==> config.mk <==
export PLATFORM = sky130hd
export DESIGN_NAME = can_bit_timing_and_status
export DESIGN_NICKNAME = d
export VERILOG_FILES = /design/src/hdl/can_timing_pkg.sv /design/src/hdl/bit_timing_check.sv /design/src/hdl/fault_confinement.sv /design/src/hdl/can_bit_timing_and_status.sv
export SDC_FILE = /design/constraint.sdc
export NUM_CORES = 2
export LEC_CHECK = 0
export BUFFER_PORTS_ARGS = -buffer_cell sky130_fd_sc_hd__buf_2
export CORE_UTILIZATION = 63
export DETAILED_ROUTE_END_ITERATION = 10
export GPL_TIMING_DRIVEN = 0
export HOLD_SLACK_MARGIN = 0.05
export PLACE_DENSITY_LB_ADDON = 0.2
export SLEW_MARGIN = 20
export SYNTH_ARGS = -nofsm -noshare
export SYNTH_HDL_FRONTEND = slang
export SYNTH_SLANG_ARGS = --single-unit
==> constraint.sdc <==
create_clock -name sys_clk_in -period 25.6 [get_ports sys_clk_in]
set_input_delay 7.68 -clock sys_clk_in [delete_from_list [all_inputs] [get_ports sys_clk_in]]
set_output_delay 7.68 -clock sys_clk_in [all_outputs]
set_load 0.02 [all_outputs]
==> src/hdl/can_timing_pkg.sv <==
package can_timing_pkg;

  localparam int          BRP_W          = 11;
  localparam int          SEG_W          = 9;
  localparam int          NQ_W           = 10;
  localparam int          PROD_W         = 21;
  localparam int          ERR_W          = 9;
  localparam int          CLK_SEL_W      = 2;

  localparam logic [BRP_W-1:0] BRP_MIN   = 11'h001;
  localparam logic [BRP_W-1:0] BRP_MAX   = 11'h400;
  localparam logic [SEG_W-1:0] SEG_MIN   = 9'h001;
  localparam logic [SEG_W-1:0] NOM_SEG_MAX  = 9'h080;
  localparam logic [SEG_W-1:0] DATA_SEG_MAX = 9'h010;
  localparam logic [NQ_W-1:0]  SYNC_SEG_TQ  = 10'h001;

  localparam logic [ERR_W-1:0] WARN_LIMIT    = 9'h060;
  localparam logic [ERR_W-1:0] PASSIVE_LIMIT = 9'h080;
  localparam logic [ERR_W-1:0] BUS_OFF_LIMIT = 9'h0FF;

  localparam logic [31:0] RATE_MIN_BPS      = 32'h0000_4E20;
  localparam logic [31:0] NOM_RATE_MAX_BPS  = 32'h000F_4240;
  localparam logic [31:0] DATA_RATE_MAX_BPS = 32'h0098_9680;

  localparam logic [31:0] CLK_HZ_SEL0 = 32'h04C4_B400;
  localparam logic [31:0] CLK_HZ_SEL1 = 32'h0393_8700;
  localparam logic [31:0] CLK_HZ_SEL2 = 32'h0262_5A00;
  localparam logic [31:0] CLK_HZ_SEL3 = 32'h0131_2D00;

  // Gray codes along active, warning, passive, bus-off
  typedef enum logic [2:0] {
    ST_ACTIVE   = 3'h0,
    ST_WARNING  = 3'h1,
    ST_PASSIVE  = 3'h3,
    ST_BUS_OFF  = 3'h2,
    ST_INACTIVE = 3'h6
  } fault_state_t;

  function automatic logic [31:0] core_clock_hz(input logic [CLK_SEL_W-1:0] sel);
    case (sel)
      2'h0:    core_clock_hz = CLK_HZ_SEL0;
      2'h1:    core_clock_hz = CLK_HZ_SEL1;
      2'h2:    core_clock_hz = CLK_HZ_SEL2;
      default: core_clock_hz = CLK_HZ_SEL3;
    endcase
  endfunction : core_clock_hz

  function automatic logic in_range(input logic [SEG_W-1:0] v,
                                    input logic [SEG_W-1:0] lo,
                                    input logic [SEG_W-1:0] hi);
    in_range = (v >= lo) && (v <= hi);
  endfunction : in_range

endpackage : can_timing_pkg

==> src/hdl/bit_timing_check.sv <==
`timescale 1ns/100ps
`default_nettype none
module bit_timing_check
  import can_timing_pkg::*;
#(
  parameter logic [SEG_W-1:0] SEG_MAX  = NOM_SEG_MAX,
  parameter logic [31:0]      RATE_MAX = NOM_RATE_MAX_BPS
) (
  input  wire logic [BRP_W-1:0]  prescaler_in,
  input  wire logic [SEG_W-1:0]  prop_seg_in,
  input  wire logic [SEG_W-1:0]  phase_one_in,
  input  wire logic [SEG_W-1:0]  phase_two_in,
  input  wire logic [SEG_W-1:0]  jump_width_in,
  input  wire logic [SEG_W-1:0]  first_seg_in,
  input  wire logic [SEG_W-1:0]  second_seg_in,
  input  wire logic              compact_form_in,
  input  wire logic [31:0]       clock_hz_in,
  output logic      [SEG_W-1:0]  first_seg_out,
  output logic      [SEG_W-1:0]  second_seg_out,
  output logic      [PROD_W-1:0] divisor_out,
  output logic                   valid_out
);

  wire logic [NQ_W-1:0]  quanta;
  wire logic [63:0]      lower_bound;
  wire logic [63:0]      upper_bound;
  wire logic [63:0]      clock_ext;
  wire logic             brp_ok;
  wire logic             seg_ok;
  wire logic             sjw_ok;
  wire logic             rate_ok;
  wire logic [SEG_W-1:0] sum_seg;

  assign brp_ok = (prescaler_in >= BRP_MIN) && (prescaler_in <= BRP_MAX);

  assign sum_seg = SEG_W'(prop_seg_in + phase_one_in);
  assign first_seg_out = compact_form_in ? first_seg_in : sum_seg;
  assign second_seg_out = compact_form_in ? second_seg_in : phase_two_in;

  assign seg_ok = compact_form_in ?
    (in_range(first_seg_in, SEG_W'(SEG_MIN + SEG_MIN), SEG_W'(SEG_MAX + SEG_MAX)) &&
     in_range(second_seg_in, SEG_MIN, SEG_MAX)) :
    (in_range(prop_seg_in, SEG_MIN, SEG_MAX) && in_range(phase_one_in, SEG_MIN, SEG_MAX) &&
     in_range(phase_two_in, SEG_MIN, SEG_MAX));
  assign sjw_ok = in_range(jump_width_in, SEG_MIN, SEG_MAX);

  assign quanta = NQ_W'(SYNC_SEG_TQ + first_seg_out + second_seg_out);
  assign divisor_out = PROD_W'(prescaler_in * quanta);

  // Multiplying out avoids a divider in the check
  assign clock_ext   = 64'(clock_hz_in);
  assign lower_bound = 64'(RATE_MIN_BPS) * 64'(divisor_out);
  assign upper_bound = 64'(RATE_MAX) * 64'(divisor_out);
  assign rate_ok = (clock_ext >= lower_bound) && (clock_ext <= upper_bound);

  assign valid_out = brp_ok && seg_ok && sjw_ok && rate_ok;

endmodule : bit_timing_check
`default_nettype wire

==> src/hdl/fault_confinement.sv <==
`timescale 1ns/100ps
`default_nettype none
module fault_confinement
  import can_timing_pkg::*;
(
  input  wire logic             sys_clk_in,
  input  wire logic             reset_n_in,
  input  wire logic             ce_in,
  input  wire logic             chan_reset_in,
  input  wire logic             chan_active_in,
  input  wire logic [ERR_W-1:0] error_count_in,
  output fault_state_t          fault_state_out
);

  fault_state_t next_state;

  always_comb begin
    next_state = fault_state_out;
    case (fault_state_out)
      // Bus-off holds until a channel reset
      ST_BUS_OFF: next_state = ST_BUS_OFF;
      ST_ACTIVE, ST_WARNING, ST_PASSIVE, ST_INACTIVE: begin
        if (!chan_active_in) begin
          next_state = ST_INACTIVE;
        end else if (error_count_in > BUS_OFF_LIMIT) begin
          next_state = ST_BUS_OFF;
        end else if (error_count_in >= PASSIVE_LIMIT) begin
          next_state = ST_PASSIVE;
        end else if (error_count_in >= WARN_LIMIT) begin
          next_state = ST_WARNING;
        end else begin
          next_state = ST_ACTIVE;
        end
      end
      default: next_state = ST_INACTIVE;
    endcase
  end

  always_ff @(posedge sys_clk_in) begin
    if (!reset_n_in) begin
      fault_state_out <= ST_INACTIVE;
    end else if (ce_in) begin
      if (chan_reset_in) begin
        fault_state_out <= ST_INACTIVE;
      end else begin
        fault_state_out <= next_state;
      end
    end
  end

endmodule : fault_confinement
`default_nettype wire

==> src/hdl/can_bit_timing_and_status.sv <==
`timescale 1ns/100ps
`default_nettype none
module can_bit_timing_and_status
  import can_timing_pkg::*;
(
  input  wire logic                 sys_clk_in,
  input  wire logic                 reset_n_in,
  input  wire logic                 ce_in,
  input  wire logic                 chan_active_in,
  input  wire logic                 listen_only_in,
  input  wire logic                 fd_enable_in,
  input  wire logic                 compact_form_in,
  input  wire logic [CLK_SEL_W-1:0] clock_sel_in,
  input  wire logic [BRP_W-1:0]     nom_prescaler_in,
  input  wire logic [SEG_W-1:0]     nom_prop_seg_in,
  input  wire logic [SEG_W-1:0]     nom_phase_one_in,
  input  wire logic [SEG_W-1:0]     nom_phase_two_in,
  input  wire logic [SEG_W-1:0]     nom_jump_width_in,
  input  wire logic [SEG_W-1:0]     nominal_first_segment_in,
  input  wire logic [SEG_W-1:0]     nominal_second_segment_in,
  input  wire logic [BRP_W-1:0]     fast_prescaler_in,
  input  wire logic [SEG_W-1:0]     fast_prop_seg_in,
  input  wire logic [SEG_W-1:0]     fast_phase_one_in,
  input  wire logic [SEG_W-1:0]     fast_phase_two_in,
  input  wire logic [SEG_W-1:0]     fast_jump_width_in,
  input  wire logic [SEG_W-1:0]     fast_phase_first_segment_in,
  input  wire logic [SEG_W-1:0]     fast_phase_second_segment_in,
  input  wire logic                 cfg_write_in,
  input  wire logic                 chan_reset_in,
  input  wire logic [ERR_W-1:0]     error_count_in,
  input  wire logic                 in_fast_phase_in,
  output logic                      cfg_accept_out,
  output logic                      cfg_reject_out,
  output logic                      listen_only_out,
  output logic                      fd_enable_out,
  output logic [CLK_SEL_W-1:0]      controller_core_clock_out,
  output logic [BRP_W-1:0]          nom_prescaler_out,
  output logic [SEG_W-1:0]          nominal_first_segment_out,
  output logic [SEG_W-1:0]          nominal_second_segment_out,
  output logic [SEG_W-1:0]          nom_jump_width_out,
  output logic [BRP_W-1:0]          fast_prescaler_out,
  output logic [SEG_W-1:0]          fast_phase_first_segment_out,
  output logic [SEG_W-1:0]          fast_phase_second_segment_out,
  output logic [SEG_W-1:0]          fast_jump_width_out,
  output fault_state_t              fault_state_out,
  output logic                      bus_off_out,
  output logic                      tx_enable_out,
  output logic                      ack_enable_out,
  output logic                      ctrl_reset_out,
  output logic                      bit_start_out,
  output logic                      sample_point_out
);

  // ****************************************
  // Candidate checks
  // ****************************************
  wire logic [31:0]       clock_hz;
  wire logic [SEG_W-1:0]  cand_nom_first;
  wire logic [SEG_W-1:0]  cand_nom_second;
  wire logic [SEG_W-1:0]  cand_fast_first;
  wire logic [SEG_W-1:0]  cand_fast_second;
  wire logic [PROD_W-1:0] nom_divisor;
  wire logic [PROD_W-1:0] fast_divisor;
  wire logic              nom_ok;
  wire logic              fast_ok;
  wire logic              order_ok;
  wire logic              cfg_ok;

  assign clock_hz = core_clock_hz(clock_sel_in);

  bit_timing_check #(
    .SEG_MAX  (NOM_SEG_MAX),
    .RATE_MAX (NOM_RATE_MAX_BPS)
  ) nom_check (
    .prescaler_in    (nom_prescaler_in),
    .prop_seg_in     (nom_prop_seg_in),
    .phase_one_in    (nom_phase_one_in),
    .phase_two_in    (nom_phase_two_in),
    .jump_width_in   (nom_jump_width_in),
    .first_seg_in    (nominal_first_segment_in),
    .second_seg_in   (nominal_second_segment_in),
    .compact_form_in (compact_form_in),
    .clock_hz_in     (clock_hz),
    .first_seg_out   (cand_nom_first),
    .second_seg_out  (cand_nom_second),
    .divisor_out     (nom_divisor),
    .valid_out       (nom_ok)
  );

  bit_timing_check #(
    .SEG_MAX  (DATA_SEG_MAX),
    .RATE_MAX (DATA_RATE_MAX_BPS)
  ) fast_check (
    .prescaler_in    (fast_prescaler_in),
    .prop_seg_in     (fast_prop_seg_in),
    .phase_one_in    (fast_phase_one_in),
    .phase_two_in    (fast_phase_two_in),
    .jump_width_in   (fast_jump_width_in),
    .first_seg_in    (fast_phase_first_segment_in),
    .second_seg_in   (fast_phase_second_segment_in),
    .compact_form_in (compact_form_in),
    .clock_hz_in     (clock_hz),
    .first_seg_out   (cand_fast_first),
    .second_seg_out  (cand_fast_second),
    .divisor_out     (fast_divisor),
    .valid_out       (fast_ok)
  );

  assign order_ok = fast_divisor <= nom_divisor;
  assign cfg_ok = nom_ok && (!fd_enable_in || (fast_ok && order_ok));

  // ****************************************
  // Committed settings
  // ****************************************
  wire logic commit;
  assign commit = ce_in && cfg_write_in && cfg_ok;

  always_ff @(posedge sys_clk_in) begin
    if (!reset_n_in) begin
      cfg_accept_out <= 1'b0;
      cfg_reject_out <= 1'b0;
    end else if (ce_in) begin
      cfg_accept_out <= cfg_write_in && cfg_ok;
      cfg_reject_out <= cfg_write_in && !cfg_ok;
    end
  end

  // Reset values equal candidate minimums; software commits before use
  always_ff @(posedge sys_clk_in) begin
    if (!reset_n_in) begin
      listen_only_out               <= 1'b0;
      fd_enable_out                 <= 1'b0;
      controller_core_clock_out     <= '0;
      nom_prescaler_out             <= BRP_MIN;
      nominal_first_segment_out     <= SEG_W'(SEG_MIN + SEG_MIN);
      nominal_second_segment_out    <= SEG_MIN;
      nom_jump_width_out            <= SEG_MIN;
      fast_prescaler_out            <= BRP_MIN;
      fast_phase_first_segment_out  <= SEG_W'(SEG_MIN + SEG_MIN);
      fast_phase_second_segment_out <= SEG_MIN;
      fast_jump_width_out           <= SEG_MIN;
    end else if (commit) begin
      listen_only_out               <= listen_only_in;
      fd_enable_out                 <= fd_enable_in;
      controller_core_clock_out     <= clock_sel_in;
      nom_prescaler_out             <= nom_prescaler_in;
      nominal_first_segment_out     <= cand_nom_first;
      nominal_second_segment_out    <= cand_nom_second;
      nom_jump_width_out            <= nom_jump_width_in;
      fast_prescaler_out            <= fast_prescaler_in;
      fast_phase_first_segment_out  <= cand_fast_first;
      fast_phase_second_segment_out <= cand_fast_second;
      fast_jump_width_out           <= fast_jump_width_in;
    end
  end

  // ****************************************
  // Fault confinement and bus access
  // ****************************************
  fault_confinement fault_fsm (
    .sys_clk_in      (sys_clk_in),
    .reset_n_in      (reset_n_in),
    .ce_in           (ce_in),
    .chan_reset_in   (chan_reset_in),
    .chan_active_in  (chan_active_in),
    .error_count_in  (error_count_in),
    .fault_state_out (fault_state_out)
  );

  wire logic on_bus;
  assign on_bus = chan_active_in && !listen_only_out && !chan_reset_in &&
                  (error_count_in <= BUS_OFF_LIMIT) && (fault_state_out != ST_BUS_OFF);

  always_ff @(posedge sys_clk_in) begin
    if (!reset_n_in) begin
      bus_off_out    <= 1'b0;
      tx_enable_out  <= 1'b0;
      ack_enable_out <= 1'b0;
      ctrl_reset_out <= 1'b0;
    end else if (ce_in) begin
      bus_off_out    <= !chan_reset_in && chan_active_in &&
                        ((fault_state_out == ST_BUS_OFF) || (error_count_in > BUS_OFF_LIMIT));
      tx_enable_out  <= on_bus;
      ack_enable_out <= on_bus;
      ctrl_reset_out <= chan_reset_in;
    end
  end

  // ****************************************
  // Quantum and bit segment counters
  // ****************************************
  wire logic              use_fast;
  wire logic [BRP_W-1:0]  cur_brp;
  wire logic [SEG_W-1:0]  cur_first;
  wire logic [NQ_W-1:0]   cur_last_q;
  wire logic              tq_tick;
  logic      [BRP_W-1:0]  tq_count;
  logic      [NQ_W-1:0]   quantum;

  assign use_fast   = fd_enable_out && in_fast_phase_in;
  assign cur_brp    = use_fast ? fast_prescaler_out : nom_prescaler_out;
  assign cur_first  = use_fast ? fast_phase_first_segment_out : nominal_first_segment_out;
  assign cur_last_q = NQ_W'(cur_first + (use_fast ? fast_phase_second_segment_out :
                                         nominal_second_segment_out));
  assign tq_tick    = tq_count >= BRP_W'(cur_brp - BRP_MIN);

  always_ff @(posedge sys_clk_in) begin
    if (!reset_n_in || chan_reset_in) begin
      tq_count <= '0;
      quantum  <= '0;
    end else if (ce_in) begin
      tq_count <= tq_tick ? '0 : BRP_W'(tq_count + BRP_MIN);
      if (tq_tick) begin
        quantum <= (quantum >= cur_last_q) ? '0 : NQ_W'(quantum + SYNC_SEG_TQ);
      end
    end
  end

  always_ff @(posedge sys_clk_in) begin
    if (!reset_n_in || chan_reset_in) begin
      bit_start_out    <= 1'b0;
      sample_point_out <= 1'b0;
    end else if (ce_in) begin
      bit_start_out    <= tq_tick && (quantum == '0);
      sample_point_out <= tq_tick && (quantum == NQ_W'(cur_first));
    end
  end
endmodule : can_bit_timing_and_status
`default_nettype wire

# == Yosys cells after proc, flatten, opt, wreduce, memory -nomap -nowiden ==
# Index checks and enable logic that the tools add are counted.
# word_totals
input_bits,151
regBits,111
output_inout_bits,91
# op_classes
reduce_logical,56
mul,6
addsub,10
n_lt_le_gt_ge,39
eq_ne,8
muxes,18
# ops
cell,n
9-bit by 1-bit >= comparator with 1-bit output (second input constant),10
27-bit case mux with 3 select lines,1
27-bit by 36-bit >= comparator with 1-bit output,2
10-bit by 21-bit multiplier with 31-bit output (first input constant),2
9-bit by 8-bit less-or-equal comparator with 1-bit output (second input constant),6
9-bit 2-to-1 mux,6
27-bit by 45-bit less-or-equal comparator with 1-bit output,1
9-bit by 5-bit less-or-equal comparator with 1-bit output (second input constant),5
1-bit logical AND,43
11-bit by 10-bit multiplier with 21-bit output,2
27-bit by 41-bit less-or-equal comparator with 1-bit output,1
17-bit by 21-bit multiplier with 38-bit output (first input constant),1
14-bit by 21-bit multiplier with 35-bit output (first input constant),1
11-bit by 1-bit >= comparator with 1-bit output (second input constant),2
11-bit less-or-equal comparator (second input constant),2
11-bit 2-to-1 mux,2
21-bit less-or-equal comparator,1
1-bit by 9-bit adder with 10-bit output (first input constant),2
10-bit by 9-bit adder with 10-bit output,2
9-bit adder,2
9-bit by 2-bit >= comparator with 1-bit output (second input constant),2
3-bit 2-to-1 mux,4
11-bit by 1-bit adder with 11-bit output (second input constant),1
11-bit >= comparator,1
26 further kinds,35

# == Longest topological paths before layout ==
# logic_depth
depth_word,14
ltp_mapped,65
depth_no_buf,62

# == By module ==
# Synthesis repeated with hierarchy kept, for this count alone.
# hier_totals
hier_cells,4284
area_unflattened_um2,36467.5
# modules_own_cells
mod,area_each_um2,n_inst,cells_each
bit_timing_check (fast_check),15539.9,1,1810
bit_timing_check (nom_check),14020.9,1,1679
can_bit_timing_and_status,6742.7,1,777
fault_confinement,163.9,1,18

# == Worst setup path before layout ==
# No wires, ideal clock.
# synth_path
path_type,input-to-reg
startpoint,input port compact_form_in
endpoint,register fast_phase_first_segment_out[0]
cell_stages,61
required_time_ps,25479
setup_slack_ps,3473
t_arrival_ps,22005
cell_sequence,clkbuf_1 clkbuf_1 clkbuf_1 mux2i_1 ha_1 inv_1 fa_1 nand2_1 nand2_1 a21oi_1 o21ai_0 a21oi_1 o21bai_1 a21oi_1 xnor2_1 clkbuf_1 and2_1 fa_1 (+25 left out) nand2_1 o21ai_0 nor2_1 xor2_1 ha_1 o21ai_0 a222oi_1 o2111a_1 nand4_1 a2111oi_2 nand4_1 or4_1 nor4_2 a311oi_2 and2_4 buf_6 buf_8 mux2_4
# synth_via
elab_chain_cells,12
# synth_rtl
item,line_no,rtl
start: declaration,can_bit_timing_and_status.sv:12,"input wire logic compact_form_in,"
9-bit 2-to-1 mux,bit_timing_check.sv:37,assign first_seg_out = compact_form_in ? first_seg_in : sum_seg;
1-bit by 9-bit adder with 10-bit output,bit_timing_check.sv:47,assign quanta = NQ_W'(SYNC_SEG_TQ + first_seg_out + second_seg_out);
10-bit by 9-bit adder with 10-bit output,bit_timing_check.sv:47,
11-bit by 10-bit multiplier with 21-bit output,bit_timing_check.sv:48,assign divisor_out = PROD_W'(prescaler_in * quanta);
17-bit by 21-bit multiplier with 38-bit output / 10-bit by 21-bit multiplier with 31-bit output (equally long branches),"bit_timing_check.sv:53, bit_timing_check.sv:52",
27-bit by 45-bit less-or-equal comparator with 1-bit output / 27-bit by 36-bit >= comparator with 1-bit output (equally long branches),bit_timing_check.sv:54,assign rate_ok = (clock_ext >= lower_bound) && (clock_ext <= upper_bound);
1-bit logical AND,bit_timing_check.sv:54,
1-bit logical AND,bit_timing_check.sv:56,assign valid_out = brp_ok && seg_ok && sjw_ok && rate_ok;
1-bit logical AND,can_bit_timing_and_status.sv:110,assign cfg_ok = nom_ok && (!fd_enable_in || (fast_ok && order_ok));
1-bit logical OR,can_bit_timing_and_status.sv:110,
1-bit logical AND,can_bit_timing_and_status.sv:110,
1-bit logical AND,can_bit_timing_and_status.sv:116,assign commit = ce_in && cfg_write_in && cfg_ok;
end signal: assignment,can_bit_timing_and_status.sv:139,fast_phase_first_segment_out <= SEG_W'(SEG_MIN + SEG_MIN);
end signal: assignment,can_bit_timing_and_status.sv:151,fast_phase_first_segment_out <= cand_fast_first;
end: declaration,can_bit_timing_and_status.sv:42,"output logic [SEG_W-1:0] fast_phase_first_segment_out,"
# Several ways; a longest one is shown, not always the timed one.
# A chain may end at the register's enable or synchronous reset.

# == Final worst setup path ==
# layout_path
startpoint,input port compact_form_in
endpoint,register fast_phase_second_segment_out[0]
# layout_via
elab_chain_cells,12
# layout_rtl
item,line_no,rtl
9-bit 2-to-1 mux,bit_timing_check.sv:37,
1-bit by 9-bit adder with 10-bit output,bit_timing_check.sv:47,
10-bit by 9-bit adder with 10-bit output,bit_timing_check.sv:47,
11-bit by 10-bit multiplier with 21-bit output,bit_timing_check.sv:48,
17-bit by 21-bit multiplier with 38-bit output / 10-bit by 21-bit multiplier with 31-bit output (equally long branches),"bit_timing_check.sv:53, bit_timing_check.sv:52",
27-bit by 45-bit less-or-equal comparator with 1-bit output / 27-bit by 36-bit >= comparator with 1-bit output (equally long branches),bit_timing_check.sv:54,
1-bit logical AND,bit_timing_check.sv:54,
1-bit logical AND,bit_timing_check.sv:56,
1-bit logical AND,can_bit_timing_and_status.sv:110,
1-bit logical OR,can_bit_timing_and_status.sv:110,
1-bit logical AND,can_bit_timing_and_status.sv:110,
1-bit logical AND,can_bit_timing_and_status.sv:116,
end signal: assignment,can_bit_timing_and_status.sv:152,fast_phase_second_segment_out <= cand_fast_second;
end: declaration,can_bit_timing_and_status.sv:43,"output logic [SEG_W-1:0] fast_phase_second_segment_out,"
# Several ways; a longest one is shown, not always the timed one.

==> key figures <==
Synthesis
  – Mux cell area share after synthesis: 4.15%
  – Post-Syn Area per Cell: 8.45 sq um
  – Simple-Gate Fraction of Synth Area: between 10% and 20%
  – Post-synth top area cell: ha_1
  – Flops & latches, synth: 111
  – Yosys top cell area share: between 20% and 30%
  – Area contributors post-synth: ha_1 26%, fa_1 22%, inv_1 8.6%
  – Synth top cells by count: 827 x inv_1, 742 x ha_1, 403 x fa_1
  – Count leader, synth: inv_1
  – Synth Area in XOR/XNOR: 4.80%
  – Post-Synth Adder-Cell Area: around 48%
  – Post-synthesis async set-or-reset flop share: 0%
  – Syn Nets: 5552
  – Synth Flop Type: dfxtp_1
  – Yosys Warn Count: 0
  – Count of cell types in the netlist: around 90
  – Largest family of logic cells by synthesized area: adder cells
  – Mapped Cells: 4256
  – Compound-gate portion of the synthesized area: 11.8%
  – EDFF count, synth: 0
  – Seq/Total Area, Yosys: 6.18%
  – Synthesized area: roughly 36000 sq um

Die
  – Area of the core: 56400 sq um
  – Placement row count: 87
  – Die Footprint: between 50000 and 60000 sq um
  – Chip width: 241 um
  – Vert. Die Dim: 241 um
  – I/O Pins: 242
  – Initial core utilization: 63.8%

Critical path
  – Critical-path top delay cell: or4_1
  – Critical path fanouts, max: 10
  – Most used cell, CP: fa_1
  – Critical Path AT: 25.27 ns
  – Data required, critical path: 25.86 ns
  – Startpoint Class: input port
  – Setup crit end kind: flop
  – CP Class: in -> reg
  – Worst path max stage delay: about 0.63 ns

Clocking
  – Root Buffer: clkbuf_16
  – Clock insertion delay at the later pin of the skew report: about 0.38 ns
  – Num CTS Buffers: 9
  – Clock slew at reported path FFs: 0.08 ns
  – Clk buf depth: 2
  – CTS tree: built
  – H-tree levels: 3
  – Setup bufs post-CTS: 0
  – Cts hold-fix bufs: 0
  – CTS Sinks: 111
  – Post-CTS resize count: 3

Placement
  – Final HPWL DP: 85200 um
  – Placer Congestion: 0.972
  – Port-buffer cells: 235
  – Placed Cells: around 5300

Detailed routing
  – DRT antenna net count: 0
  – DRT Pass-1 Iters: 5
  – Vias: between 30000 and 40000
  – Residual DRC: 0
  – Via/cell ratio: ~5.8
  – Routed len/inst: between 15 and 20 um
  – DRT iter0 DRCs: 1763
  – Detailed Route WL: 100000 um

Global routing
  – Vias in the first global route: 30362
  – GRT Util Overall: 35.2%
  – First-pass GRT wire length: between 150000 and 200000 um
  – Initial antenna violation count: 3
  – Largest net degree at the start of global routing: 23
  – Total gr overflow: 0

STA
  – Final Hold Viols: 0
  – Slew Limit Fails: 0
  – Final worst-path cycle share: 97.7%
  – Hold slack: 0.459 ns
  – Fmax: 0.0400 GHz
  – RSZ-0062 raised after global routing: false
  – Clock Skew: 0.0159 ns
  – Final min period: around 25 ns
  – Worst rel slew slack: 23.4%
  – Final setup violating endpoints: 0
  – Worst slew pin tran: 1.14 ns

Outcome
  – Status: finished, final reports clean

Finish
  – Nets: 5812
  – Non-filler cells in the finished layout: around 5300
  – Area of the multi-input gates: 30300 sq um
  – FILL cells: 4769
  – Layout area overhead: 7.86%
  – Register area: about 2200 sq um
  – Layout cell share with drive strength beyond 1: 8.60%

Worst hold path
  – Worst hold path type: reg -> reg

Run
  – Max_cap viols: 0
## metal layers
layer,up-vias,part of all wire [%],GRT usage [%],wire (um)
li1,14679,-,-,-
met1,14689,43,46.1,42800
met2,1149,45,57.6,45000
met3,266,7.5,5.04,7480
met4,2,5.1,16.0,5070
met5,-,0.013,0,13
## sequential cells by signal (all words and copies together) (netlist names), 10 cells and up
name                count
nom_prescaler_out      11
quantum                10
tq_count               11
fast_prescaler_out     11
## cell type report
class,count,share of cell area (%)
tap,756,2.44
clock buffer,9,0.580
timing repair buffer,249,3.44
antenna,3,0.0193
clock inverter,7,0.284
inverter,827,8.00
buffer,120,1.40
sequential,111,5.73
multi-input combinational,3198,78.1
## layout by cell type (no fill, tap or decap), drive strengths merged, types with 8 or more instances in the layout
cell,Yosys,final
o21bai,29,29
and3,26,26
nor2,157,157
buf,22,271
a21boi,8,8
or2,10,10
nand2b,48,48
a211oi,29,29
clkbuf,98,107
or3,20,20
and2,103,103
nor2b,55,55
a21o,78,78
a31oi,22,22
nand4,51,51
nor3b,12,12
or4,11,11
mux2,42,42
fa,403,403
dfxtp,111,111
o211ai,19,19
nor4,35,35
a2111oi,11,11
xor2,90,90
nor3,61,61
nand2,397,397
a21oi,178,178
nand3,57,57
ha,742,742
mux2i,100,100
inv,827,830
o2111ai,9,9
o21a,34,34
and4,11,11
o21ai,123,123
xnor2,107,107
o31ai,16,16
## final timing paths
kind	start	endpoint	slack, ns	depth (start not counted)
min reg2reg	nom_jump_width_out[3]	nom_jump_width_out[3]	0.46	2
min	nom_jump_width_out[3]	nom_jump_width_out[3]	0.46	2
max reg2reg	fd_enable_out	quantum[2]	20.66	15
max	compact_form_in	fast_phase_second_segment_out[0]	0.59	61
## per-stage QoR
step	util (%)	setup WS, ns	instance area, sq um	TNS, ns
6_report	68.8	0.594	38800	0
5_1_grt	68.8	0.0479	38800	0
4_1_cts	68.8	0.102	38800	0
3_5_place_dp	68.2	-1.11	38400	-78.83
3_3_place_gp	67.6	-1.09	38100	-76.07
2_1_floorplan	-	3.47	36000	0
## logic make-up after synthesis
group | after synthesis
xor+xnor | 197
flops | 111
buf+inv | 947
mux | 142
compound gates | 641
simple gates | 1073
fa+ha+maj | 1145
## worst max-delay path: cells and delay by family
family | cells | cell delay, ns
buf+inv | 15 | 3.00
xor+xnor | 3 | 0.80
fa+ha+maj | 16 | 7.02
compound gates | 14 | 3.32
simple gates | 11 | 2.52
mux | 2 | 0.86
Power is not shown: default switching activity piles up to over one toggle a cycle in this logic, so the estimate is an artifact.
